<file path="src/rtl/nor_flash_pkg.sv">
// Shared constants and types of the NOR flash command decoder
package nor_flash_pkg;
  localparam int ADDR_W = 24;
  localparam int DATA_W = 16;
  localparam int BLK_BITS = 4;
  localparam int RCR_W = 16;
  localparam int BUF_MAX = 512;
  localparam int BUF_CNT_W = 10;
  localparam int FIFO_DEPTH = 8;
  localparam logic [7:0] CMD_READ_ARRAY = 8'hff;
  localparam logic [7:0] CMD_READ_STATUS = 8'h70;
  localparam logic [7:0] CMD_READ_ID = 8'h90;
  localparam logic [7:0] CMD_READ_QUERY = 8'h98;
  localparam logic [7:0] CMD_CLEAR_STATUS = 8'h50;
  localparam logic [7:0] CMD_WORD_PROG = 8'h40;
  localparam logic [7:0] CMD_BUF_PROG = 8'he8;
  localparam logic [7:0] CMD_CONFIRM = 8'hd0;
  localparam logic [7:0] CMD_FACTORY_SETUP = 8'h80;
  localparam logic [7:0] CMD_ERASE_SETUP = 8'h20;
  localparam logic [7:0] CMD_SUSPEND = 8'hb0;
  localparam logic [7:0] CMD_PROTECT_SETUP = 8'h60;
  localparam logic [7:0] CMD_LOCK = 8'h01;
  localparam logic [7:0] CMD_LOCK_DOWN = 8'h2f;
  localparam logic [7:0] CMD_SET_RCR = 8'h03;
  localparam logic [7:0] CMD_OTP_SETUP = 8'hc0;
  localparam int READY_BIT = 7;
  localparam int ERASE_SUSP_BIT = 6;
  localparam int ERASE_ERR_BIT = 5;
  localparam int PROG_ERR_BIT = 4;
  localparam int PROG_SUSP_BIT = 2;
  localparam logic [7:0] STATUS_RESET = 8'h80;
  typedef enum logic [3:0] {
    MODE_ARRAY = 4'h1, MODE_STATUS = 4'h2, MODE_QUERY = 4'h4, MODE_ID = 4'h8
  } read_mode_t;
  typedef enum logic [2:0] {
    OP_NONE = 3'h0, OP_WORD = 3'h1, OP_BUFFER = 3'h2,
    OP_FACTORY = 3'h3, OP_ERASE = 3'h4, OP_OTP = 3'h5
  } op_kind_t;
  typedef enum logic [11:0] {
    ST_IDLE = 12'h001, ST_PROG_SETUP = 12'h002, ST_BUF_COUNT = 12'h004,
    ST_BUF_LOAD = 12'h008, ST_BUF_CONFIRM = 12'h010, ST_FACT_SETUP = 12'h020,
    ST_ERASE_SETUP = 12'h040, ST_CFG_SETUP = 12'h080, ST_OTP_SETUP = 12'h100,
    ST_BUSY = 12'h200, ST_SUSPENDED = 12'h400, ST_FACT_BUSY = 12'h800
  } dec_state_t;
  typedef struct packed {
    op_kind_t kind;
    logic [ADDR_W-1:0] addr;
    logic [DATA_W-1:0] data;
  } op_t;
  typedef struct packed {
    logic [ADDR_W-1:0] addr;
    logic [DATA_W-1:0] data;
  } buf_word_t;
  typedef struct packed {
    logic ce_n;
    logic we_n;
    logic oe_n;
    logic address_valid_n;
    logic [ADDR_W-1:0] addr;
    logic [DATA_W-1:0] dq;
  } pin_in_t;
  localparam pin_in_t PIN_IDLE = pin_in_t'({4'hf, {(ADDR_W+DATA_W){1'b0}}});
endpackage

</file>
<file path="src/rtl/nor_flash_command_decoder.sv">
// Command decoder of a parallel NOR flash, with its load-buffer FIFO
// Contract
// Code 98 selects query read; reads give query byte on low lines.
// Code 50 clears all status error bits.
// Code 40 then one write: that address and data are programmed.
// During program only status read and suspend are taken.
// Status shown refreshes only on chip select, output enable or address-valid assert.
// Host writes read-array after programming to see array data again.
// Code E8 starts buffered load of up to 512 words.
// Confirm D0 after loading starts the buffer program.
// Code 80 then D0 starts factory program; then all commands ignored.
// Code 20 then D0 erases the addressed block.
// Erase setup not followed by D0 sets both error bits, status mode.
// During erase only status read and suspend are taken.
// Code B0 suspends; suspended flag plus ready shown.
// Suspension holds until reset or resume.
// D0 while suspended resumes the operation.
// Code 60 then anything but 01, D0, 2F, 03 sets both error bits.
// 60 then 01 locks, 60 then 2F locks down the block.
// 60 then D0 unlocks, unless the block is locked down.
// Code C0 then one write programs the OTP or lock register.
// Setup 60 accepts 03 for read configuration, else sequence error.
// 60 then 03 stores the address low word; array reads follow.
// After reset: array read mode, status 80.
// Program or erase commands select status read; 70 selects it too.
// Address and data are taken when the write strobe or select rises.
// Errors stay until 50; decoder returns to idle after an error; FIFO overflow sets program error and loading continues.
// Ready reads zero while an algorithm runs, one otherwise.
`timescale 1ns/1ns
`default_nettype none
module word_fifo #(
  parameter int WIDTH = 40,
  parameter int DEPTH = 8
) (
  input wire logic clk,
  input wire logic arst_n,
  input wire logic in_valid,
  output logic in_ready,
  input wire logic [WIDTH-1:0] in_data,
  output logic out_valid,
  input wire logic out_ready,
  output logic [WIDTH-1:0] out_data
);
  localparam int PW = $clog2(DEPTH);
  logic [WIDTH-1:0] mem_reg [DEPTH];
  logic [PW:0] wr_ptr_reg, wr_ptr_next, rd_ptr_reg, rd_ptr_next;
  logic push, pop;
  assign in_ready = (wr_ptr_reg - rd_ptr_reg) != (PW+1)'(DEPTH);
  assign out_valid = wr_ptr_reg != rd_ptr_reg;
  assign out_data = mem_reg[rd_ptr_reg[PW-1:0]];
  assign push = in_valid & in_ready;
  assign pop = out_valid & out_ready;
  always_comb begin
    wr_ptr_next = push ? wr_ptr_reg + 1'b1 : wr_ptr_reg;
    rd_ptr_next = pop ? rd_ptr_reg + 1'b1 : rd_ptr_reg;
  end
  always_ff @(posedge clk or negedge arst_n) begin
    if (!arst_n) begin
      wr_ptr_reg <= '0;
      rd_ptr_reg <= '0;
    end else begin
      wr_ptr_reg <= wr_ptr_next;
      rd_ptr_reg <= rd_ptr_next;
    end
  end
  // Storage carries no reset; only pointers decide what is valid
  always_ff @(posedge clk) begin
    if (push) begin
      mem_reg[wr_ptr_reg[PW-1:0]] <= in_data;
    end
  end
endmodule

module nor_flash_command_decoder
  import nor_flash_pkg::*;
#(
  parameter int BLK_W = BLK_BITS,
  parameter int DEPTH = FIFO_DEPTH
) (
  input wire logic clk,
  input wire logic arst_n,
  input wire logic ce_n,
  input wire logic we_n,
  input wire logic oe_n,
  input wire logic address_valid_n,
  input wire logic [ADDR_W-1:0] addr,
  input wire logic [DATA_W-1:0] dq_in,
  output logic [DATA_W-1:0] dq_out,
  output logic dq_oe,
  input wire logic [DATA_W-1:0] array_rdata,
  input wire logic [7:0] query_rdata,
  input wire logic [DATA_W-1:0] id_rdata,
  output logic op_valid,
  output var op_t op,
  output logic algo_suspend,
  input wire logic algo_done,
  output logic buf_valid,
  output var buf_word_t buf_word,
  input wire logic buf_ready,
  output logic [7:0] status,
  output logic [RCR_W-1:0] read_config,
  output logic [2**BLK_W-1:0] block_locked,
  output logic [2**BLK_W-1:0] block_lockdown
);
  localparam int NBLK = 2**BLK_W;
  pin_in_t pin_now, s1_reg, s2_reg, s3_reg, filt_reg, filt_next;
  logic wr_evt_reg, wr_evt_next, refresh;
  logic [ADDR_W-1:0] wr_addr_reg, wr_addr_next;
  logic [DATA_W-1:0] wr_data_reg, wr_data_next;
  logic [7:0] code;
  logic [BLK_W-1:0] blk;
  assign pin_now = {ce_n, we_n, oe_n, address_valid_n, addr, dq_in};

  // A bit is accepted only once the second and third stages agree
  always_comb begin
    filt_next = pin_in_t'((s3_reg & ~(s2_reg ^ s3_reg)) | (filt_reg & (s2_reg ^ s3_reg)));
    wr_evt_next = (filt_next.ce_n | filt_next.we_n) & ~(filt_reg.ce_n | filt_reg.we_n);
    wr_addr_next = wr_evt_next ? filt_next.addr : wr_addr_reg;
    wr_data_next = wr_evt_next ? filt_next.dq : wr_data_reg;
  end
  always_ff @(posedge clk or negedge arst_n) begin
    if (!arst_n) begin
      s1_reg <= PIN_IDLE;
      s2_reg <= PIN_IDLE;
      s3_reg <= PIN_IDLE;
      filt_reg <= PIN_IDLE;
      wr_evt_reg <= 1'b0;
      wr_addr_reg <= '0;
      wr_data_reg <= '0;
    end else begin
      s1_reg <= pin_now;
      s2_reg <= s1_reg;
      s3_reg <= s2_reg;
      filt_reg <= filt_next;
      wr_evt_reg <= wr_evt_next;
      wr_addr_reg <= wr_addr_next;
      wr_data_reg <= wr_data_next;
    end
  end
  assign code = wr_data_reg[7:0];
  assign blk = wr_addr_reg[ADDR_W-1 -: BLK_W];
  assign refresh = (~filt_next.ce_n & filt_reg.ce_n) | (~filt_next.oe_n & filt_reg.oe_n)
    | (~filt_next.address_valid_n & filt_reg.address_valid_n);

  dec_state_t state_reg, state_next;
  read_mode_t mode_reg, mode_next;
  op_kind_t kind_reg, kind_next;
  op_t op_reg, op_next;
  logic op_valid_reg, op_valid_next;
  logic prog_err_reg, prog_err_next, erase_err_reg, erase_err_next;
  logic prog_susp_reg, prog_susp_next, erase_susp_reg, erase_susp_next;
  logic [BUF_CNT_W-1:0] left_reg, left_next;
  logic [NBLK-1:0] lock_reg, lock_next, down_reg, down_next;
  logic [RCR_W-1:0] rcr_reg, rcr_next;
  logic fifo_push, fifo_in_ready, ready;
  assign ready = (state_reg != ST_BUSY) && (state_reg != ST_FACT_BUSY);

  always_comb begin
    state_next = state_reg;
    mode_next = mode_reg;
    kind_next = kind_reg;
    op_next = op_reg;
    op_valid_next = 1'b0;
    prog_err_next = prog_err_reg;
    erase_err_next = erase_err_reg;
    prog_susp_next = prog_susp_reg;
    erase_susp_next = erase_susp_reg;
    left_next = left_reg;
    lock_next = lock_reg;
    down_next = down_reg;
    rcr_next = rcr_reg;
    fifo_push = 1'b0;
    if (wr_evt_reg) begin
      case (state_reg)
        ST_IDLE, ST_SUSPENDED: begin
          if (code == CMD_READ_ARRAY) begin
            mode_next = MODE_ARRAY;
          end else if (code == CMD_READ_STATUS) begin
            mode_next = MODE_STATUS;
          end else if (code == CMD_READ_ID) begin
            mode_next = MODE_ID;
          end else if (code == CMD_READ_QUERY) begin
            mode_next = MODE_QUERY;
          end else if (code == CMD_CLEAR_STATUS) begin
            prog_err_next = 1'b0;
            erase_err_next = 1'b0;
          end else if (state_reg == ST_SUSPENDED) begin
            if (code == CMD_CONFIRM) begin
              state_next = ST_BUSY;
              prog_susp_next = 1'b0;
              erase_susp_next = 1'b0;
            end
          end else if (code == CMD_WORD_PROG) begin
            state_next = ST_PROG_SETUP;
            mode_next = MODE_STATUS;
          end else if (code == CMD_BUF_PROG) begin
            state_next = ST_BUF_COUNT;
            mode_next = MODE_STATUS;
          end else if (code == CMD_FACTORY_SETUP) begin
            state_next = ST_FACT_SETUP;
            mode_next = MODE_STATUS;
          end else if (code == CMD_ERASE_SETUP) begin
            state_next = ST_ERASE_SETUP;
            mode_next = MODE_STATUS;
          end else if (code == CMD_PROTECT_SETUP) begin
            state_next = ST_CFG_SETUP;
          end else if (code == CMD_OTP_SETUP) begin
            state_next = ST_OTP_SETUP;
            mode_next = MODE_STATUS;
          end
        end
        ST_PROG_SETUP, ST_OTP_SETUP: begin
          kind_next = (state_reg == ST_OTP_SETUP) ? OP_OTP : OP_WORD;
          op_next = '{kind_next, wr_addr_reg, wr_data_reg};
          op_valid_next = 1'b1;
          state_next = ST_BUSY;
        end
        ST_BUF_COUNT: begin
          if (wr_data_reg > DATA_W'(BUF_MAX - 1)) begin
            prog_err_next = 1'b1;
            erase_err_next = 1'b1;
            state_next = ST_IDLE;
          end else begin
            left_next = BUF_CNT_W'(wr_data_reg[BUF_CNT_W-2:0]) + BUF_CNT_W'(1);
            op_next.addr = wr_addr_reg;
            state_next = ST_BUF_LOAD;
          end
        end
        ST_BUF_LOAD: begin
          // Host writes cannot be stalled, so a full FIFO drops the word and flags it
          fifo_push = 1'b1;
          prog_err_next = prog_err_reg | ~fifo_in_ready;
          left_next = left_reg - BUF_CNT_W'(1);
          if (left_reg == BUF_CNT_W'(1)) begin
            state_next = ST_BUF_CONFIRM;
          end
        end
        ST_BUF_CONFIRM, ST_FACT_SETUP, ST_ERASE_SETUP: begin
          if (code == CMD_CONFIRM) begin
            kind_next = (state_reg == ST_ERASE_SETUP) ? OP_ERASE :
              (state_reg == ST_FACT_SETUP) ? OP_FACTORY : OP_BUFFER;
            op_next = '{kind_next, wr_addr_reg, wr_data_reg};
            op_valid_next = 1'b1;
            state_next = (state_reg == ST_FACT_SETUP) ? ST_FACT_BUSY : ST_BUSY;
          end else begin
            prog_err_next = 1'b1;
            erase_err_next = 1'b1;
            state_next = ST_IDLE;
          end
        end
        ST_CFG_SETUP: begin
          state_next = ST_IDLE;
          if (code == CMD_LOCK) begin
            lock_next[blk] = 1'b1;
          end else if (code == CMD_LOCK_DOWN) begin
            lock_next[blk] = 1'b1;
            down_next[blk] = 1'b1;
          end else if (code == CMD_CONFIRM) begin
            lock_next[blk] = down_reg[blk];
          end else if (code == CMD_SET_RCR) begin
            rcr_next = wr_addr_reg[RCR_W-1:0];
            mode_next = MODE_ARRAY;
          end else begin
            prog_err_next = 1'b1;
            erase_err_next = 1'b1;
            mode_next = MODE_STATUS;
          end
        end
        ST_BUSY: begin
          if (code == CMD_READ_STATUS) begin
            mode_next = MODE_STATUS;
          end else if (code == CMD_SUSPEND && !algo_done) begin
            state_next = ST_SUSPENDED;
            erase_susp_next = kind_reg == OP_ERASE;
            prog_susp_next = kind_reg != OP_ERASE;
          end
        end
        default: begin
          // Factory mode ignores every write until its algorithm ends
        end
      endcase
    end
    if (algo_done && (state_reg == ST_BUSY || state_reg == ST_FACT_BUSY)) begin
      state_next = ST_IDLE;
    end
  end
  always_ff @(posedge clk or negedge arst_n) begin
    if (!arst_n) begin
      state_reg <= ST_IDLE;
      mode_reg <= MODE_ARRAY;
      kind_reg <= OP_NONE;
      op_reg <= '0;
      op_valid_reg <= 1'b0;
      prog_err_reg <= 1'b0;
      erase_err_reg <= 1'b0;
      prog_susp_reg <= 1'b0;
      erase_susp_reg <= 1'b0;
      left_reg <= '0;
      lock_reg <= '1;
      down_reg <= '0;
      rcr_reg <= '0;
    end else begin
      state_reg <= state_next;
      mode_reg <= mode_next;
      kind_reg <= kind_next;
      op_reg <= op_next;
      op_valid_reg <= op_valid_next;
      prog_err_reg <= prog_err_next;
      erase_err_reg <= erase_err_next;
      prog_susp_reg <= prog_susp_next;
      erase_susp_reg <= erase_susp_next;
      left_reg <= left_next;
      lock_reg <= lock_next;
      down_reg <= down_next;
      rcr_reg <= rcr_next;
    end
  end

  logic [7:0] status_now, shown_reg, shown_next;
  logic [DATA_W-1:0] dq_reg, dq_next;
  always_comb begin
    status_now = '0;
    status_now[READY_BIT] = ready;
    status_now[ERASE_SUSP_BIT] = erase_susp_reg;
    status_now[ERASE_ERR_BIT] = erase_err_reg;
    status_now[PROG_ERR_BIT] = prog_err_reg;
    status_now[PROG_SUSP_BIT] = prog_susp_reg;
    // Latching stops the value changing under a read in progress
    shown_next = refresh ? status_now : shown_reg;
    case (mode_reg)
      MODE_STATUS: dq_next = {8'h00, shown_reg};
      MODE_QUERY: dq_next = {8'h00, query_rdata};
      MODE_ID: dq_next = id_rdata;
      default: dq_next = array_rdata;
    endcase
  end
  always_ff @(posedge clk or negedge arst_n) begin
    if (!arst_n) begin
      shown_reg <= STATUS_RESET;
      dq_reg <= '0;
    end else begin
      shown_reg <= shown_next;
      dq_reg <= dq_next;
    end
  end

  word_fifo #(.WIDTH($bits(buf_word_t)), .DEPTH(DEPTH)) load_fifo (
    .clk(clk),
    .arst_n(arst_n),
    .in_valid(fifo_push),
    .in_ready(fifo_in_ready),
    .in_data({wr_addr_reg, wr_data_reg}),
    .out_valid(buf_valid),
    .out_ready(buf_ready),
    .out_data(buf_word)
  );

  assign dq_out = dq_reg;
  assign dq_oe = ~filt_reg.ce_n & ~filt_reg.oe_n & filt_reg.we_n;
  assign op_valid = op_valid_reg;
  assign op = op_reg;
  assign algo_suspend = state_reg == ST_SUSPENDED;
  assign status = status_now;
  assign read_config = rcr_reg;
  assign block_locked = lock_reg;
  assign block_lockdown = down_reg;
endmodule
`default_nettype wire

</file>
<file path="config.mk">
export PLATFORM = sky130hd
export DESIGN_NAME = nor_flash_command_decoder
export DESIGN_NICKNAME = d
export VERILOG_FILES = /design/src/rtl/nor_flash_pkg.sv /design/src/rtl/nor_flash_command_decoder.sv
export SDC_FILE = /design/constraint.sdc
export NUM_CORES = 1
export LEC_CHECK = 0
export ABC_CLOCK_PERIOD_IN_PS = 6220
export BUFFER_PORTS_ARGS = -buffer_cell sky130_fd_sc_hd__buf_2
export CORE_ASPECT_RATIO = 0.6
export CORE_MARGIN = 10
export CORE_UTILIZATION = 55
export CTS_BUF_LIST = sky130_fd_sc_hd__clkbuf_8
export DETAILED_ROUTE_END_ITERATION = 12
export GPL_TIMING_DRIVEN = 1
export HOLD_SLACK_MARGIN = 0.03
export PLACE_DENSITY = 0.9
export SLEW_MARGIN = 20
export SYNTH_ARGS = -nofsm -noshare
export SYNTH_HDL_FRONTEND = slang
export SYNTH_SLANG_ARGS = --single-unit
</file>
<file path="constraint.sdc">
create_clock -name clk -period 6.22 [get_ports clk]
set_input_delay 1.244 -clock clk [delete_from_list [all_inputs] [get_ports clk]]
set_output_delay 1.244 -clock clk [all_outputs]
set_load 0.01 [all_outputs]
</file>
Word-level counts from Yosys, hierarchy flattened:

Memories as Yosys holds them, arrays and structs flattened.
Cells that the tools add are included.

* bits in registers: 371
* RAM bits: 320
* bits of input ports: 88
* output and inout port bits: 159
* word-level logic and storage cells: 280
* memories: 1

* add/sub/neg operators: 5
* $lt $le $gt $ge: 3
* eq/ne operators: 71
* muxes and demuxes: 94
* bitwise logic cells: 30
* reduce and logical (&&, ||, !) cells: 30

Memories
* load_fifo.mem_reg: depth 8, width 40, read ports 1, clocked after Yosys merged registers in 0, wr ports 1, line nor_flash_command_decoder.sv:45 `logic [WIDTH-1:0] mem_reg [DEPTH];`

Operators by type and width (number)
* 12-bit two-way mux: 20
* 44-bit AND: 2
* 12-bit one-hot mux with 7 select lines: 1
* 24-bit one-hot mux with 3 select lines: 1
* 4-bit two-way mux: 17
* 8-bit equality test (second input constant): 8
* 16-bit two-way mux: 3
* 16-bit one-hot mux with 3 select lines: 1
* 44-bit NOT: 1
* 44-bit bitwise OR: 1
* 44-bit bitwise XOR: 1
* 43-bit two-way mux: 1
* 2-bit inequality test (second input constant): 19
* 8-bit by 7-bit equality test with 1-bit output (second input constant): 4
* 16-bit bitwise OR: 2
* 16-bit one-hot mux with 2 select lines: 1
* 1-bit two-way mux: 31
* 13-bit AND reduction: 2
* 24-bit two-way mux: 1
* 3-bit inequality test (second input constant): 7
* 10-bit inequality test (second input constant): 2
* 10-bit one-hot mux with 2 select lines: 1
* 16-bit bitwise mux: 1
* 8-bit by 6-bit equality test with 1-bit output (second input constant): 2
* 62 further kinds: 103

Depth between registers and ports, before layout:

Gate-level depths: netlist of the first run.

* depth after elaboration: 16
* mapped depth: 11
* mapped depth without buffers: 8

Modules after synthesis:

A second synthesis of the first run with hierarchy kept.

* cells, all modules: 1670
* area, all modules: 26325.2 um2

By module, submodules not included
* nor_flash_command_decoder: times used 1, cells an instance 1068, area each 13778.2 um2, sequential area each 9052.4 um2
* word_fifo: times used 1, cells an instance 602, area each 12547.0 um2, sequential area each 9809.4 um2

Worst setup path before layout of the first run:

OpenSTA, ideal clock, no wires.

* kind: flip-flop to flip-flop
* from: register load_fifo.rd_ptr_reg[1]
* to: memory load_fifo.mem_reg[0][0], enable pin
* setup time: 539 ps
* data arrival time: 6173 ps
* data required time: 5681 ps
* path slack: -491 ps
* cell stages (with the launch flop): 11
* path buffers: 2
* period minus slack after synthesis: 6711 ps
* cell sequence: dfrtp_1 clkbuf_1 clkbuf_1 inv_1 ha_1 nor2b_1 o21ai_0 a21oi_1 o211ai_1 nand3_1 nor4_1

* cells in the longest elaborated chain, start to end: 5

Ends and longest elaborated chain
* start: declaration: line nor_flash_command_decoder.sv:46 `logic [PW:0] wr_ptr_reg, wr_ptr_next, rd_ptr_reg, rd_ptr_next;`
* start signal: assignment: line nor_flash_command_decoder.sv:63 `rd_ptr_reg <= rd_ptr_next;`
* 4-bit subtractor: line nor_flash_command_decoder.sv:48 `assign in_ready = (wr_ptr_reg - rd_ptr_reg) != (PW+1)'(DEPTH);`
* 4-bit inequality test: line nor_flash_command_decoder.sv:48
* 1-bit AND: line nor_flash_command_decoder.sv:51 `assign push = in_valid & in_ready;`
* 1-bit two-way mux: line nor_flash_command_decoder.sv:68 `if (push) begin`
* 1-bit two-way mux (not written as such): line nor_flash_command_decoder.sv:69 `mem_reg[wr_ptr_reg[PW-1:0]] <= in_data;`
* end: declaration: line nor_flash_command_decoder.sv:45

Every way passes these cells.

==> flow_summary.html, run 1 <==
<table>
<tr><th>Metric</th><th>Value</th></tr>
<tr><th colspan="2">Global route</th></tr>
<tr><td>Leftover overflow at the end of global routing</td><td>0</td></tr>
<tr><td>Pin count of the biggest net entering global routing</td><td>129</td></tr>
<tr><td>Number of antenna violations at the first check in global routing</td><td>2</td></tr>
<tr><td>Global-route wire length before repair</td><td>94.5 mm</td></tr>
<tr><td>Number of global-route vias before repair</td><td>16,100</td></tr>
<tr><td>Overall routing resource usage</td><td>21.2%</td></tr>
<tr><th colspan="2">Placed design</th></tr>
<tr><td>Count of port buffers added during placement</td><td>243</td></tr>
<tr><td>Final HPWL DP</td><td>38.2 mm</td></tr>
<tr><td>Gpl congestion</td><td>0.930</td></tr>
<tr><td>Cell count after placement</td><td>~2,500</td></tr>
<tr><th colspan="2">Setup path</th></tr>
<tr><td>Worst path cell trace</td><td>buf_4 -&gt; mux4_2 -&gt; nand2_1 -&gt; nand2_1 -&gt; buf_2</td></tr>
<tr><td>Kind of end point of the critical path</td><td>output port</td></tr>
<tr><td>Last element of the critical path</td><td>buf_word[5]</td></tr>
<tr><td>Total number of cells along the worst setup path</td><td>5</td></tr>
<tr><td>Slowest library cell on the worst path</td><td>sky130_fd_sc_hd__dfrtp_4</td></tr>
<tr><td>Data arrival time of the worst path</td><td>3.51 ns</td></tr>
<tr><td>CP startpoint kind</td><td>flip-flop</td></tr>
<tr><td>Required time reported for the critical path endpoint</td><td>around 5 ns</td></tr>
<tr><td>Critical path's largest stage delay</td><td>roughly 1 ns</td></tr>
<tr><td>Crit path top cell by count</td><td>sky130_fd_sc_hd__nand2_1</td></tr>
<tr><td>Reg2reg setup slack</td><td>1.61 ns</td></tr>
<tr><td>Buf/Inv on CP</td><td>2</td></tr>
<tr><td>Worst R2R Path Depth</td><td>9</td></tr>
<tr><td>Worst-path maximum fanout</td><td>46</td></tr>
<tr><td>Launching point of the worst reg2reg path</td><td>load_fifo.rd_ptr_reg[2]</td></tr>
<tr><td>Cell family with most CP delay</td><td>flip-flops</td></tr>
<tr><td>Kind of critical path</td><td>reg2out</td></tr>
<tr><td>Critical Path Start</td><td>load_fifo.rd_ptr_reg[0]</td></tr>
<tr><td>Capture instance of the worst register-to-register path</td><td>load_fifo.mem_reg[1][37]</td></tr>
<tr><th colspan="2">Hold path</th></tr>
<tr><td>Worst hold path type</td><td>reg2reg</td></tr>
<tr><th colspan="2">STA</th></tr>
<tr><td>Final-report max-slew violation count</td><td>0</td></tr>
<tr><td>Rel. slew slack</td><td>~26%</td></tr>
<tr><td>Post-route fraction of the period consumed by the critical path</td><td>76.5%</td></tr>
<tr><td>Highest attainable clock frequency</td><td>210 MHz</td></tr>
<tr><td>Final setup vio count</td><td>0</td></tr>
<tr><td>Final-layout worst hold slack</td><td>0.307 ns</td></tr>
<tr><td>Number of endpoints with negative hold slack in the final report</td><td>0</td></tr>
<tr><td>Worst Skew</td><td>0.0585 ns</td></tr>
<tr><td>Setup repair after global routing missed its margin</td><td>no</td></tr>
<tr><td>Post-route minimum period</td><td>4.76 ns</td></tr>
<tr><td>Worst Max-Slew Pin Slew</td><td>roughly 1.1 ns</td></tr>
<tr><th colspan="2">Layout</th></tr>
<tr><td>Sequential Area</td><td>0.0189 mm^2</td></tr>
<tr><td>Fraction of final layout cells with drive strength greater than 1</td><td>31.2%</td></tr>
<tr><td>Antenna diode count</td><td>0</td></tr>
<tr><td>Fillcell total</td><td>3,108</td></tr>
<tr><td>Top library cells by usage in the layout, fill and taps aside</td><td>sky130_fd_sc_hd__dfrtp_1 (330), sky130_fd_sc_hd__edfxtp_1 (320), sky130_fd_sc_hd__nand2_1 (284)</td></tr>
<tr><td>Commonest non-fill, non-tap cell in the layout</td><td>sky130_fd_sc_hd__dfrtp_1</td></tr>
<tr><td>Non-filler instance count after layout</td><td>approximately 2,600</td></tr>
<tr><td>Number of flip-flops under the largest register name</td><td>320</td></tr>
<tr><td>Layout area overhead</td><td>14.7%</td></tr>
<tr><td># nets final</td><td>2,026</td></tr>
<tr><td>Multi-input logic area</td><td>0.00687 mm^2</td></tr>
<tr><th colspan="2">Clocking</th></tr>
<tr><td>Skew-Pair Late Insertion Delay</td><td>0.71 ns</td></tr>
<tr><td>Maximum number of buffers from clock root to sink</td><td>3</td></tr>
<tr><td>Post-CTS resize count</td><td>0</td></tr>
<tr><td>Clock tree from TritonCTS</td><td>yes</td></tr>
<tr><td>Setup repair bufs after CTS</td><td>0</td></tr>
<tr><td>Number of hold buffers added after cts</td><td>0</td></tr>
<tr><td>Root Buffer Master</td><td>sky130_fd_sc_hd__clkbuf_8</td></tr>
<tr><td>Number of sinks handled by clock tree synthesis</td><td>688</td></tr>
<tr><td>H-tree depth</td><td>3</td></tr>
<tr><td>Cts bufs inserted</td><td>94</td></tr>
<tr><td>Clock transition at the registers of the reported paths</td><td>0.07 ns</td></tr>
<tr><th colspan="2">Power and ir drop</th></tr>
<tr><td>Peak supply drop</td><td>0.000250 V</td></tr>
<tr><td>Static power due to leakage</td><td>12.6 nW</td></tr>
<tr><td>Power density relative to cell area</td><td>~370 mW/mm^2</td></tr>
<tr><th colspan="2">Routing</th></tr>
<tr><td>DR pass1 iterations</td><td>5</td></tr>
<tr><td>Post-detailed-route DRC marker count</td><td>0</td></tr>
<tr><td>Vias after detailed routing</td><td>15,300</td></tr>
<tr><td>Total wirelength of the detailed-routed design</td><td>60.3 mm</td></tr>
<tr><td>Post-route antenna net violation count</td><td>0</td></tr>
<tr><td>Average wire per standard cell</td><td>approximately 23 um</td></tr>
<tr><td>Via/cell ratio</td><td>just under 6</td></tr>
<tr><td>DRC marker count from the first detailed-route iteration</td><td>1,404</td></tr>
<tr><th colspan="2">Synthesis</th></tr>
<tr><td>Synthesized area</td><td>0.0261 mm^2</td></tr>
<tr><td>Ys flop type</td><td>sky130_fd_sc_hd__dfrtp_1</td></tr>
<tr><td>Post-synthesis area per instance</td><td>15.9 um^2</td></tr>
<tr><td>FFs w/ async S/R, synth</td><td>53.5%</td></tr>
<tr><td>Cell count after synthesis</td><td>1,646</td></tr>
<tr><td>Post-synthesis sequential area ratio</td><td>~72%</td></tr>
<tr><td>EDFF count, synth</td><td>320</td></tr>
<tr><td>Synthesis-stage register bit count</td><td>688</td></tr>
<tr><td>Count of different cell masters after synthesis</td><td>74</td></tr>
<tr><td>Warning count from the yosys run</td><td>0</td></tr>
<tr><th colspan="2">Floorplanning</th></tr>
<tr><td>Standard-cell row count</td><td>between 60 and 70</td></tr>
<tr><td>Starting density of the core</td><td>56.0%</td></tr>
<tr><td>Die boundary height</td><td>189 um</td></tr>
<tr><td>Ports</td><td>247</td></tr>
<tr><td>Core area</td><td>0.0466 mm^2</td></tr>
<tr><td>Floorplan die area</td><td>approximately 0.057 mm^2</td></tr>
<tr><td>Die boundary width</td><td>about 300 um</td></tr>
<tr><th colspan="2">Run status</th></tr>
<tr><td>Status</td><td>completed</td></tr>
<tr><th colspan="2">Run</th></tr>
<tr><td>MaxCap Viol Count</td><td>0</td></tr>
</table>
## layout make-up
type / instances / share of cell area, %
multi-input cells: 853 / 22.9
repair buffers: 270 / 4.86
flip-flops and latches: 688 / 63.0
inverters: 21 / 0.263
clock inverters: 71 / 1.49
clock buffers: 106 / 4.87
well taps: 630 / 2.63
## metal layers
layer / GRT usage, % / vias to the layer above / share of wire, %
li1: - / 6624 / -
met1: 29.5 / 7835 / 41
met2: 33.7 / 721 / 49
met3: 4.62 / 81 / 8.1
met4: 5.36 / 0 / 1.5
met5: 0 / - / 0
## cell families after synthesis
kind of cell	synth area share (%)
AND/OR/NAND/NOR	8.33
adder cells (fa/ha/maj)	2.16
other	0.0144
AO/OA/AOI/OAI	3.30
multiplexers	11.4
buffers and inverters	1.87
flip-flops	72.2
XOR/XNOR	0.704
## cell usage after synthesis (4+ instances only)
cell                         n  share of area (%)
sky130_fd_sc_hd__dfrtp_1   333                 32
sky130_fd_sc_hd__edfxtp_1  320                 37
sky130_fd_sc_hd__nand2_1   284                4.1
sky130_fd_sc_hd__mux4_2     85                7.3
sky130_fd_sc_hd__mux2_2     69                3.0
sky130_fd_sc_hd__nor2_1     48               0.69
sky130_fd_sc_hd__clkbuf_1   46               0.66
sky130_fd_sc_hd__maj3_1     44                1.7
sky130_fd_sc_hd__dfstp_2    35                3.5
sky130_fd_sc_hd__a21oi_1    25               0.48
sky130_fd_sc_hd__o21ai_0    25               0.48
sky130_fd_sc_hd__nor3_1     22               0.42
sky130_fd_sc_hd__inv_1      20               0.29
sky130_fd_sc_hd__mux2_1     18               0.78
sky130_fd_sc_hd__nor4_1     18               0.43
sky130_fd_sc_hd__nand3_1    17               0.33
sky130_fd_sc_hd__o21bai_1   16               0.46
sky130_fd_sc_hd__xnor2_1    15               0.50
sky130_fd_sc_hd__buf_1      13               0.19
sky130_fd_sc_hd__buf_2      13               0.25
sky130_fd_sc_hd__nand4_1    13               0.31
sky130_fd_sc_hd__nand2b_1   11               0.26
sky130_fd_sc_hd__a22o_1     10               0.34
sky130_fd_sc_hd__ha_1       10               0.48
sky130_fd_sc_hd__buf_4       9               0.26
sky130_fd_sc_hd__nand3b_1    8               0.23
sky130_fd_sc_hd__nor2b_1     7               0.17
sky130_fd_sc_hd__and3_1      6               0.14
sky130_fd_sc_hd__xor2_1      6               0.20
sky130_fd_sc_hd__a221o_1     5               0.19
sky130_fd_sc_hd__a22oi_1     5               0.14
sky130_fd_sc_hd__buf_6       5               0.22
sky130_fd_sc_hd__o211ai_1    5               0.14
sky130_fd_sc_hd__or2_2       5               0.12
sky130_fd_sc_hd__mux2_4      4               0.23
sky130_fd_sc_hd__nor3b_1     4               0.11
sky130_fd_sc_hd__o31ai_1     4               0.11
sky130_fd_sc_hd__or3_1       4              0.096
## metrics by stage
step | setup TNS [ns] | setup slack [ns] | instance area [um^2] | total power (W) | utilization [%]
global placement | 0 | 1.98 | 28000 | 0.00753 | 60.1
finish | 0 | 1.46 | 30000 | 0.0110 | 64.3
CTS | 0 | 1.33 | 29900 | 0.0111 | 64.2
detailed placement | 0 | 1.72 | 28000 | 0.00761 | 60.1
global route | 0 | 1.14 | 30000 | 0.0115 | 64.3
floorplan | -117.95 | -0.491 | 26100 | 0.00674 | -
## where the power goes
| part | internal, W | total (W) | switching [W] | leakage (nW) |
|---|---|---|---|---|
| Clock | 0.00175 | 0.00347 | 0.00171 | 1.11 |
| Sequential | 0.00510 | 0.00556 | 0.000451 | 7.41 |
| Combinational | 0.000844 | 0.00195 | 0.00111 | 4.06 |
## worst min-delay path by stage
stage | slack (ns) | from | depth (start not counted) | end
after floorplan | 0.33 | s1_reg[0] | 0 | s2_reg[0]
after global placement | 0.33 | s1_reg[15] | 0 | s2_reg[15]
after detailed placement | 0.33 | s1_reg[24] | 0 | s2_reg[24]
after CTS | 0.31 | s1_reg[2] | 0 | s2_reg[2]
after global routing | 0.33 | s1_reg[2] | 0 | s2_reg[2]
final | 0.31 | s1_reg[2] | 0 | s2_reg[2]
## worst register-to-register path, stage by stage, from the launching register on
cell and delay, ns:
sky130_fd_sc_hd__dfrtp_2 0.35, sky130_fd_sc_hd__buf_4 0.50, sky130_fd_sc_hd__inv_2 0.58, sky130_fd_sc_hd__ha_1 0.55, sky130_fd_sc_hd__or4b_2 0.14, sky130_fd_sc_hd__a21oi_1 0.06
sky130_fd_sc_hd__o211ai_1 0.34, sky130_fd_sc_hd__nand3_1 0.51, sky130_fd_sc_hd__nor4_2 0.57, sky130_fd_sc_hd__buf_4 0.62
No activity file was read; power rests on OpenSTA's default activity.
==> run 2: changes to the inputs <==
ABC_AREA = 1   (was unset)
ABC_CLOCK_PERIOD_IN_PS = 4200   (was 6220)
clock period = 4.2 ns   (was 6.22 ns; I/O delays follow)
==> run 2 against run 1 <==
Synthesized cell count grew 37%. Die area grew 1.2%. Critical path depth rose by 1. Setup slack got worse by 1.2 ns. Power grew 55%. Via count is 21% higher. Non-clock buffer count is 4 lower. Flip-flop and latch count unchanged. Sequential power grew 44%. Highest routed layer is now met5. First-iteration DRC count grew 51%. Register-to-register slack got worse by 0.95 ns. Hold slack got worse by 0.10 ns. Critical endpoint is now buf_word[3].
==> flow_summary.html, run 2 <==
<table>
<tr><th>Metric</th><th>Value</th></tr>
<tr><th colspan="2">Run status</th></tr>
<tr><td>Status</td><td>completed</td></tr>
<tr><th colspan="2">Synthesis</th></tr>
<tr><td>Multiplexer share of the synthesized area</td><td>0%</td></tr>
<tr><td>Post-synthesis area per instance</td><td>11.7 um^2</td></tr>
<tr><td>Synthesized area</td><td>0.0265 mm^2</td></tr>
<tr><td>Post-synthesis adder-cell area fraction</td><td>2.10%</td></tr>
<tr><td>Main combinational cell family by area after synthesis</td><td>simple AND/OR/NAND/NOR gates</td></tr>
<tr><td>EDFF count, synth</td><td>320</td></tr>
<tr><td>Share of Yosys cell area claimed by the top area cell type</td><td>between 30% and 40%</td></tr>
<tr><td>Synthesis-stage register bit count</td><td>688</td></tr>
<tr><td>Cell count after synthesis</td><td>2,254</td></tr>
<tr><td>Xor and xnor area share after synthesis</td><td>0.397%</td></tr>
<tr><td>Synthesized-area fraction occupied by ao, oa, aoi and oai cells</td><td>10.1%</td></tr>
<tr><td>Ys flop type</td><td>sky130_fd_sc_hd__dfrtp_1</td></tr>
<tr><td>FFs w/ async S/R, synth</td><td>53.5%</td></tr>
<tr><td>Most frequently used cell type in the post-synthesis netlist</td><td>sky130_fd_sc_hd__nor2_1</td></tr>
<tr><td>Fraction of the mapped netlist area in simple logic gates</td><td>12.1%</td></tr>
<tr><td>Warning count from the yosys run</td><td>0</td></tr>
<tr><td>Biggest area consumer among synthesized cells</td><td>sky130_fd_sc_hd__edfxtp_1</td></tr>
<tr><td>Leading cell types by count after synthesis</td><td>sky130_fd_sc_hd__nor2_1 (365), sky130_fd_sc_hd__dfrtp_1 (333), sky130_fd_sc_hd__edfxtp_1 (320)</td></tr>
<tr><td>Synth area leaders</td><td>sky130_fd_sc_hd__edfxtp_1 (36%), sky130_fd_sc_hd__dfrtp_1 (31%), sky130_fd_sc_hd__o21ai_0 (5.4%), sky130_fd_sc_hd__nor2_1 (5.2%), sky130_fd_sc_hd__nand2_1 (3.8%)</td></tr>
<tr><td>Post-synthesis sequential area ratio</td><td>71.3%</td></tr>
<tr><td>Count of different cell masters after synthesis</td><td>49</td></tr>
<tr><th colspan="2">Routing</th></tr>
<tr><td>Via/cell ratio</td><td>between 5 and 6</td></tr>
<tr><td>Post-detailed-route DRC marker count</td><td>0</td></tr>
<tr><td>DR pass1 iterations</td><td>5</td></tr>
<tr><td>Topmost layer with routed signal wires</td><td>met5</td></tr>
<tr><td>Total wirelength of the detailed-routed design</td><td>66.2 mm</td></tr>
<tr><td>Sum of routed wire segments on met1</td><td>27.5 mm</td></tr>
<tr><td>DRC marker count from the first detailed-route iteration</td><td>2,125</td></tr>
<tr><td>Average wire per standard cell</td><td>20.5 um</td></tr>
<tr><td>Vias after detailed routing</td><td>around 18,000</td></tr>
<tr><td>Routed wire length on met2</td><td>~31 mm</td></tr>
<tr><td>Routed wire length on met3</td><td>6.46 mm</td></tr>
<tr><td>Post-route antenna net violation count</td><td>0</td></tr>
<tr><th colspan="2">Placed design</th></tr>
<tr><td>Final HPWL DP</td><td>43.1 mm</td></tr>
<tr><td>Pre-CTS setup slack</td><td>between 0.8 and 0.9 ns</td></tr>
<tr><td>Area after DPL</td><td>roughly 0.028 mm^2</td></tr>
<tr><td>Count of port buffers added during placement</td><td>~240</td></tr>
<tr><td>Gpl congestion</td><td>0.950</td></tr>
<tr><th colspan="2">Clocking</th></tr>
<tr><td>Number of sinks handled by clock tree synthesis</td><td>688</td></tr>
<tr><td>Post-CTS resize count</td><td>0</td></tr>
<tr><td>Clock tree from TritonCTS</td><td>yes</td></tr>
<tr><td>H-tree depth</td><td>3</td></tr>
<tr><td>Clock transition at the registers of the reported paths</td><td>0.07 ns</td></tr>
<tr><td>Number of hold buffers added after cts</td><td>0</td></tr>
<tr><td>Cts bufs inserted</td><td>94</td></tr>
<tr><td>Skew-Pair Late Insertion Delay</td><td>0.68 ns</td></tr>
<tr><td>Setup repair bufs after CTS</td><td>0</td></tr>
<tr><td>Maximum number of buffers from clock root to sink</td><td>3</td></tr>
<tr><td>Root Buffer Master</td><td>sky130_fd_sc_hd__clkbuf_8</td></tr>
<tr><th colspan="2">Setup path</th></tr>
<tr><td>Critical path's largest stage delay</td><td>approximately 0.7 ns</td></tr>
<tr><td>Critical Path Start</td><td>load_fifo.rd_ptr_reg[0]</td></tr>
<tr><td>Slowest library cell on the worst path</td><td>sky130_fd_sc_hd__buf_4</td></tr>
<tr><td>Cell family with most CP delay</td><td>compound AO/OA/AOI/OAI gates</td></tr>
<tr><td>Buf/Inv on CP</td><td>2</td></tr>
<tr><td>Worst path cell trace</td><td>buf_4 -&gt; o21ai_0 -&gt; o22ai_1 -&gt; nor2_1 -&gt; a31oi_1 -&gt; buf_2</td></tr>
<tr><td>Kind of critical path</td><td>reg2out</td></tr>
<tr><td>Data arrival time of the worst path</td><td>3.12 ns</td></tr>
<tr><td>Launching point of the worst reg2reg path</td><td>load_fifo.rd_ptr_reg[1]</td></tr>
<tr><td>Worst-path maximum fanout</td><td>90</td></tr>
<tr><td>CP startpoint kind</td><td>flip-flop</td></tr>
<tr><td>Kind of end point of the critical path</td><td>output port</td></tr>
<tr><td>Required time reported for the critical path endpoint</td><td>approximately 3.4 ns</td></tr>
<tr><th colspan="2">STA</th></tr>
<tr><td>Post-route minimum period</td><td>3.96 ns</td></tr>
<tr><td>Worst Skew</td><td>about 0.052 ns</td></tr>
<tr><td>Final-report max-slew violation count</td><td>0</td></tr>
<tr><td>Number of endpoints with negative hold slack in the final report</td><td>0</td></tr>
<tr><td>Final setup vio count</td><td>0</td></tr>
<tr><td>Post-route fraction of the period consumed by the critical path</td><td>roughly 94%</td></tr>
<tr><td>Final-layout worst hold slack</td><td>roughly 0.20 ns</td></tr>
<tr><td>Setup repair after global routing missed its margin</td><td>no</td></tr>
<tr><td>Post-route setup TNS</td><td>0 ns</td></tr>
<tr><td>Min setup slack post-route</td><td>0.236 ns</td></tr>
<tr><td>Rel. slew slack</td><td>31.7%</td></tr>
<tr><td>Highest attainable clock frequency</td><td>252 MHz</td></tr>
<tr><td>Worst Max-Slew Pin Slew</td><td>1.03 ns</td></tr>
<tr><th colspan="2">Global route</th></tr>
<tr><td>Leftover overflow at the end of global routing</td><td>0</td></tr>
<tr><td>Overall routing resource usage</td><td>between 20% and 30%</td></tr>
<tr><td>Global-route wire length before repair</td><td>approximately 100 mm</td></tr>
<tr><td>Number of antenna violations at the first check in global routing</td><td>8</td></tr>
<tr><td>Number of global-route vias before repair</td><td>18,400</td></tr>
<tr><td>Pin count of the biggest net entering global routing</td><td>117</td></tr>
<tr><th colspan="2">Floorplanning</th></tr>
<tr><td>Die boundary width</td><td>303 um</td></tr>
<tr><td>Starting density of the core</td><td>approximately 55%</td></tr>
<tr><td>Die boundary height</td><td>roughly 190 um</td></tr>
<tr><td>Standard-cell row count</td><td>62</td></tr>
<tr><td>Ports</td><td>247</td></tr>
<tr><td>Core area</td><td>between 0.04 and 0.05 mm^2</td></tr>
<tr><td>Floorplan die area</td><td>~0.058 mm^2</td></tr>
<tr><th colspan="2">Power and ir drop</th></tr>
<tr><td>Power density relative to cell area</td><td>563 mW/mm^2</td></tr>
<tr><td>Static power due to leakage</td><td>12.7 nW</td></tr>
<tr><td>Peak supply drop</td><td>~0.00033 V</td></tr>
<tr><th colspan="2">Layout</th></tr>
<tr><td>Top library cells by usage in the layout, fill and taps aside</td><td>sky130_fd_sc_hd__nor2_1 (365), sky130_fd_sc_hd__dfrtp_1 (331), sky130_fd_sc_hd__edfxtp_1 (320)</td></tr>
<tr><td>Fraction of final layout cells with drive strength greater than 1</td><td>about a fifth</td></tr>
<tr><td>Layout area overhead</td><td>14.4%</td></tr>
<tr><td># nets final</td><td>between 2,000 and 3,000</td></tr>
<tr><td>Number of flip-flops under the largest register name</td><td>320</td></tr>
<tr><td>Area of all placed cells without fillers</td><td>0.0303 mm^2</td></tr>
<tr><td>Commonest non-fill, non-tap cell in the layout</td><td>sky130_fd_sc_hd__nor2_1</td></tr>
<tr><td>Utilization after layout</td><td>63.4%</td></tr>
<tr><th colspan="2">Hold path</th></tr>
<tr><td>Worst hold path type</td><td>in2async</td></tr>
<tr><th colspan="2">Run</th></tr>
<tr><td>MaxCap Viol Count</td><td>0</td></tr>
</table>
-- run 2: logic make-up (layout without fill, tap and decap cells) --
kind of cell / count (synthesis) / count (layout)
DFF: 688 / 688
xor gates and xnor gates: 12 / 12
AOI/OAI and AO/OA: 470 / 470
and+or+nand+nor: 774 / 774
adders and majority gates: 53 / 53
other: 1 / 5
buffers and inverters: 256 / 597
-- run 2: metal layers --
metal  track usage, %  up-vias
li1                 -     8264
met1             31.7     9020
met2             34.7     1017
met3             5.72      158
met4             7.14        6
met5                0        -
-- run 2: path summary, 6_finish.rpt --
| kind | slack, ns | to | cells past startpoint |
|---|---|---|---|
| worst max-delay path | 0.24 | buf_word[3] | 6 |
| worst min-delay path | 0.20 | state_reg[7] | 1 |
| worst max register to register | 0.66 | load_fifo.mem_reg[0][37] | 9 |
| worst min register to register | 0.33 | s2_reg[31] | 0 |
| max in group asynchronous | 2.87 | wr_addr_reg[21] | 2 |
| min in group clk | 0.26 | s1_reg[41] | 1 |
-- run 2: worst reg2reg max path, stage by stage, from the launching register on --
cell and delay, ns:
sky130_fd_sc_hd__dfrtp_2 0.37, sky130_fd_sc_hd__clkinv_2 0.40, sky130_fd_sc_hd__ha_1 0.50, sky130_fd_sc_hd__a21oi_1 0.21
sky130_fd_sc_hd__nor2_1 0.08, sky130_fd_sc_hd__o21bai_1 0.16, sky130_fd_sc_hd__nand3_1 0.21, sky130_fd_sc_hd__nand4_1 0.34
sky130_fd_sc_hd__nor3_2 0.25, sky130_fd_sc_hd__buf_4 0.61
-- run 2: final cells by class --
cell class	instances	area, um^2
sequential	688	18900
fill	3369	17500
multi-input combinational	1312	6600
clock buffer	118	1620
timing repair buffer	266	1440
tap	640	801
inverter	154	583
clock inverter	59	330
antenna	2	5.00
-- run 2: through the flow --
| stage | total power [W] | std cells |
|---|---|---|
| after global placement | 0.0117 | 3060 |
| after global routing | 0.0178 | 3238 |
| after floorplan | 0.0103 | 2256 |
| after CTS | 0.0171 | 3237 |
| final | 0.0170 | 3239 |
| after detailed placement | 0.0119 | 3060 |
-- run 2: where the power goes --
part | internal [W] | total, W | switching [W]
combinational | 0.00113 | 0.00381 | 0.00268
clock | 0.00268 | 0.00519 | 0.00252
sequential | 0.00758 | 0.00802 | 0.000442
==> run 3: changes to the inputs <==
ABC_AREA = unset   (was 1)
HOLD_SLACK_MARGIN = 0.06   (was 0.03)
SKIP_CTS_REPAIR_TIMING = 1   (was unset)
==> run 3 against run 2 <==
Global-route usage down 0.095 points. Via count fell by 16%. Routed wire length decreased by 3.4%. Core utilization increased by 1.6 points. Hold slack improved by 0.035 ns. Non-clock buffer count grew 14. Power down 2.8%. Register-to-register slack worse by 0.15 ns. Clock power increased by 3%. Critical path type is now reg2reg. Largest cell class unchanged. Largest power group unchanged. Highest routed layer is now met4.
==> flow_summary.html, run 3 (synthesis gave the netlist of run 1 again) <==
<table>
<tr><th>Metric</th><th>Value</th></tr>
<tr><th colspan="2">Setup path</th></tr>
<tr><td>Critical path's largest stage delay</td><td>0.65 ns</td></tr>
<tr><td>Worst-path maximum fanout</td><td>36</td></tr>
<tr><td>Kind of critical path</td><td>reg2reg</td></tr>
<tr><td>Worst path cell trace</td><td>inv_1 -&gt; ha_1 -&gt; nor2b_1 -&gt; or4b_2 -&gt; a21oi_1 -&gt; o211ai_1 -&gt; nand3_4 -&gt; nor4_4 -&gt; buf_12</td></tr>
<tr><td>Slowest library cell on the worst path</td><td>sky130_fd_sc_hd__dfrtp_1</td></tr>
<tr><td>Required time reported for the critical path endpoint</td><td>4.54 ns</td></tr>
<tr><td>Worst R2R Path Depth</td><td>9</td></tr>
<tr><td>Reg2reg setup slack</td><td>around 0.51 ns</td></tr>
<tr><td>CP startpoint kind</td><td>flip-flop</td></tr>
<tr><td>Launching point of the worst reg2reg path</td><td>load_fifo.wr_ptr_reg[0]</td></tr>
<tr><td>Capture instance of the worst register-to-register path</td><td>load_fifo.mem_reg[2][11]</td></tr>
<tr><td>Kind of end point of the critical path</td><td>flip-flop</td></tr>
<tr><td>Data arrival time of the worst path</td><td>a little over 4 ns</td></tr>
<tr><th colspan="2">STA</th></tr>
<tr><td>Final-layout worst hold slack</td><td>around 0.24 ns</td></tr>
<tr><td>Worst Max-Slew Pin Slew</td><td>1.12 ns</td></tr>
<tr><td>Post-route minimum period</td><td>approximately 3.7 ns</td></tr>
<tr><td>Post-route fraction of the period consumed by the critical path</td><td>87.8%</td></tr>
<tr><td>Number of endpoints with negative hold slack in the final report</td><td>0</td></tr>
<tr><td>Highest attainable clock frequency</td><td>271 MHz</td></tr>
<tr><td>Setup repair after global routing missed its margin</td><td>no</td></tr>
<tr><td>Min setup slack post-route</td><td>0.512 ns</td></tr>
<tr><td>Final setup vio count</td><td>0</td></tr>
<tr><td>Final-report max-slew violation count</td><td>0</td></tr>
<tr><td>Rel. slew slack</td><td>25.2%</td></tr>
<tr><td>Worst Skew</td><td>0.0481 ns</td></tr>
<tr><th colspan="2">Layout</th></tr>
<tr><td># nets final</td><td>around 2,000</td></tr>
<tr><td>Antenna diode count</td><td>0</td></tr>
<tr><td>Fillcell total</td><td>between 2,000 and 3,000</td></tr>
<tr><td>Multi-input logic area</td><td>approximately 0.0069 mm^2</td></tr>
<tr><td>Sequential Area</td><td>0.0189 mm^2</td></tr>
<tr><td>Fraction of final layout cells with drive strength greater than 1</td><td>around a third</td></tr>
<tr><td>Commonest non-fill, non-tap cell in the layout</td><td>sky130_fd_sc_hd__dfrtp_1</td></tr>
<tr><td>Layout area overhead</td><td>16.0%</td></tr>
<tr><td>Number of flip-flops under the largest register name</td><td>320</td></tr>
<tr><td>Top library cells by usage in the layout, fill and taps aside</td><td>sky130_fd_sc_hd__dfrtp_1 (330), sky130_fd_sc_hd__edfxtp_1 (320), sky130_fd_sc_hd__nand2_1 (284)</td></tr>
<tr><td>Non-filler instance count after layout</td><td>2,651</td></tr>
<tr><th colspan="2">Routing</th></tr>
<tr><td>DRC marker count from the first detailed-route iteration</td><td>around 1,600</td></tr>
<tr><td>Total wirelength of the detailed-routed design</td><td>approximately 64 mm</td></tr>
<tr><td>Post-detailed-route DRC marker count</td><td>0</td></tr>
<tr><td>Average wire per standard cell</td><td>about 24 um</td></tr>
<tr><td>Vias after detailed routing</td><td>15,600</td></tr>
<tr><td>Post-route antenna net violation count</td><td>0</td></tr>
<tr><td>Via/cell ratio</td><td>roughly 6</td></tr>
<tr><td>DR pass1 iterations</td><td>7</td></tr>
<tr><th colspan="2">Clocking</th></tr>
<tr><td>Maximum number of buffers from clock root to sink</td><td>3</td></tr>
<tr><td>Skew-Pair Late Insertion Delay</td><td>roughly 0.67 ns</td></tr>
<tr><td>Cts bufs inserted</td><td>95</td></tr>
<tr><td>Clock tree from TritonCTS</td><td>yes</td></tr>
<tr><td>Root Buffer Master</td><td>sky130_fd_sc_hd__clkbuf_8</td></tr>
<tr><td>Clock transition at the registers of the reported paths</td><td>0.07 ns</td></tr>
<tr><td>Number of sinks handled by clock tree synthesis</td><td>688</td></tr>
<tr><td>H-tree depth</td><td>3</td></tr>
<tr><th colspan="2">Global route</th></tr>
<tr><td>Overall routing resource usage</td><td>22.6%</td></tr>
<tr><td>Leftover overflow at the end of global routing</td><td>0</td></tr>
<tr><td>Number of antenna violations at the first check in global routing</td><td>0</td></tr>
<tr><td>Global-route wire length before repair</td><td>99.2 mm</td></tr>
<tr><td>Number of global-route vias before repair</td><td>16,600</td></tr>
<tr><td>Pin count of the biggest net entering global routing</td><td>110</td></tr>
<tr><th colspan="2">Run status</th></tr>
<tr><td>Status</td><td>completed</td></tr>
<tr><th colspan="2">Floorplanning</th></tr>
<tr><td>Ports</td><td>247</td></tr>
<tr><td>Core area</td><td>about 0.047 mm^2</td></tr>
<tr><td>Floorplan die area</td><td>between 0.05 and 0.06 mm^2</td></tr>
<tr><td>Standard-cell row count</td><td>just over 60</td></tr>
<tr><td>Starting density of the core</td><td>56.0%</td></tr>
<tr><td>Die boundary width</td><td>301 um</td></tr>
<tr><td>Die boundary height</td><td>189 um</td></tr>
<tr><th colspan="2">Placed design</th></tr>
<tr><td>Gpl congestion</td><td>between 0.9 and 1</td></tr>
<tr><td>Cell count after placement</td><td>2,471</td></tr>
<tr><td>Final HPWL DP</td><td>41.1 mm</td></tr>
<tr><td>Count of port buffers added during placement</td><td>between 200 and 250</td></tr>
<tr><td>Pre-CTS setup slack</td><td>0.744 ns</td></tr>
<tr><th colspan="2">Power and ir drop</th></tr>
<tr><td>Static power due to leakage</td><td>roughly 13 nW</td></tr>
<tr><td>Peak supply drop</td><td>0.000374 V</td></tr>
<tr><td>Power density relative to cell area</td><td>between 500 and 600 mW/mm^2</td></tr>
<tr><th colspan="2">Run</th></tr>
<tr><td>MaxCap Viol Count</td><td>0</td></tr>
<tr><th colspan="2">Hold path</th></tr>
<tr><td>Worst hold path type</td><td>in2async</td></tr>
</table>
run 3: stage by stage:
step                utilization, %  power (W)  cell area, um^2  setup TNS [ns]
floorplan                        -    0.00998            26200          -18.75
global placement              60.6     0.0112            28200               0
detailed placement            60.6     0.0113            28200               0
CTS                           64.9     0.0167            30300               0
global route                  65.0     0.0172            30300               0
finish                        65.0     0.0166            30300               0
run 3: how the worst max path moves through the flow:
stage	end	start	slack, ns
4_1_cts	buf_word[0]	load_fifo.rd_ptr_reg[1]	0.45
2_1_floorplan	load_fifo.mem_reg[5][0]	load_fifo.rd_ptr_reg[1]	-0.23
3_3_place_gp	load_fifo.mem_reg[0][24]	load_fifo.wr_ptr_reg[0]	0.92
5_1_grt	load_fifo.mem_reg[2][38]	load_fifo.wr_ptr_reg[0]	0.28
6_report	load_fifo.mem_reg[2][11]	load_fifo.wr_ptr_reg[0]	0.51
3_5_place_dp	load_fifo.mem_reg[2][22]	load_fifo.wr_ptr_reg[0]	0.74
run 3: per-layer routing:
metal  up-vias  share of wire, %  global-route usage, %
met5         -                 0                      0
met4         0               2.6                   7.27
met3       129               9.3                   5.35
met2       795                49                   36.6
met1      7993                39                   29.8
li1       6635                 -                      -
run 3: critical path, delay by kind of cell (launching register included):
| kind | cells | cell delay, ns |
|---|---|---|
| flops | 1 | 0.65 |
| buf+inv | 2 | 0.57 |
| simple gates | 4 | 1.27 |
| fa+ha+maj | 1 | 0.24 |
| compound gates | 2 | 0.58 |
run 3: cell type report:
type / count / area share, %
Clock inverter: 60 / 1.30
Sequential cell: 688 / 62.3
Timing Repair Buffer: 280 / 5.22
Multi-Input combinational cell: 853 / 22.9
Clock buffer: 119 / 5.41
Inverter: 21 / 0.260
Tap cell: 630 / 2.60
run 3: power by group:
part | switching (W) | internal (W) | leakage (nW)
clock network | 0.00252 | 0.00282 | 1.15
registers | 0.000547 | 0.00756 | 7.41
logic | 0.00183 | 0.00127 | 4.15
total | 0.00490 | 0.0117 | 12.7
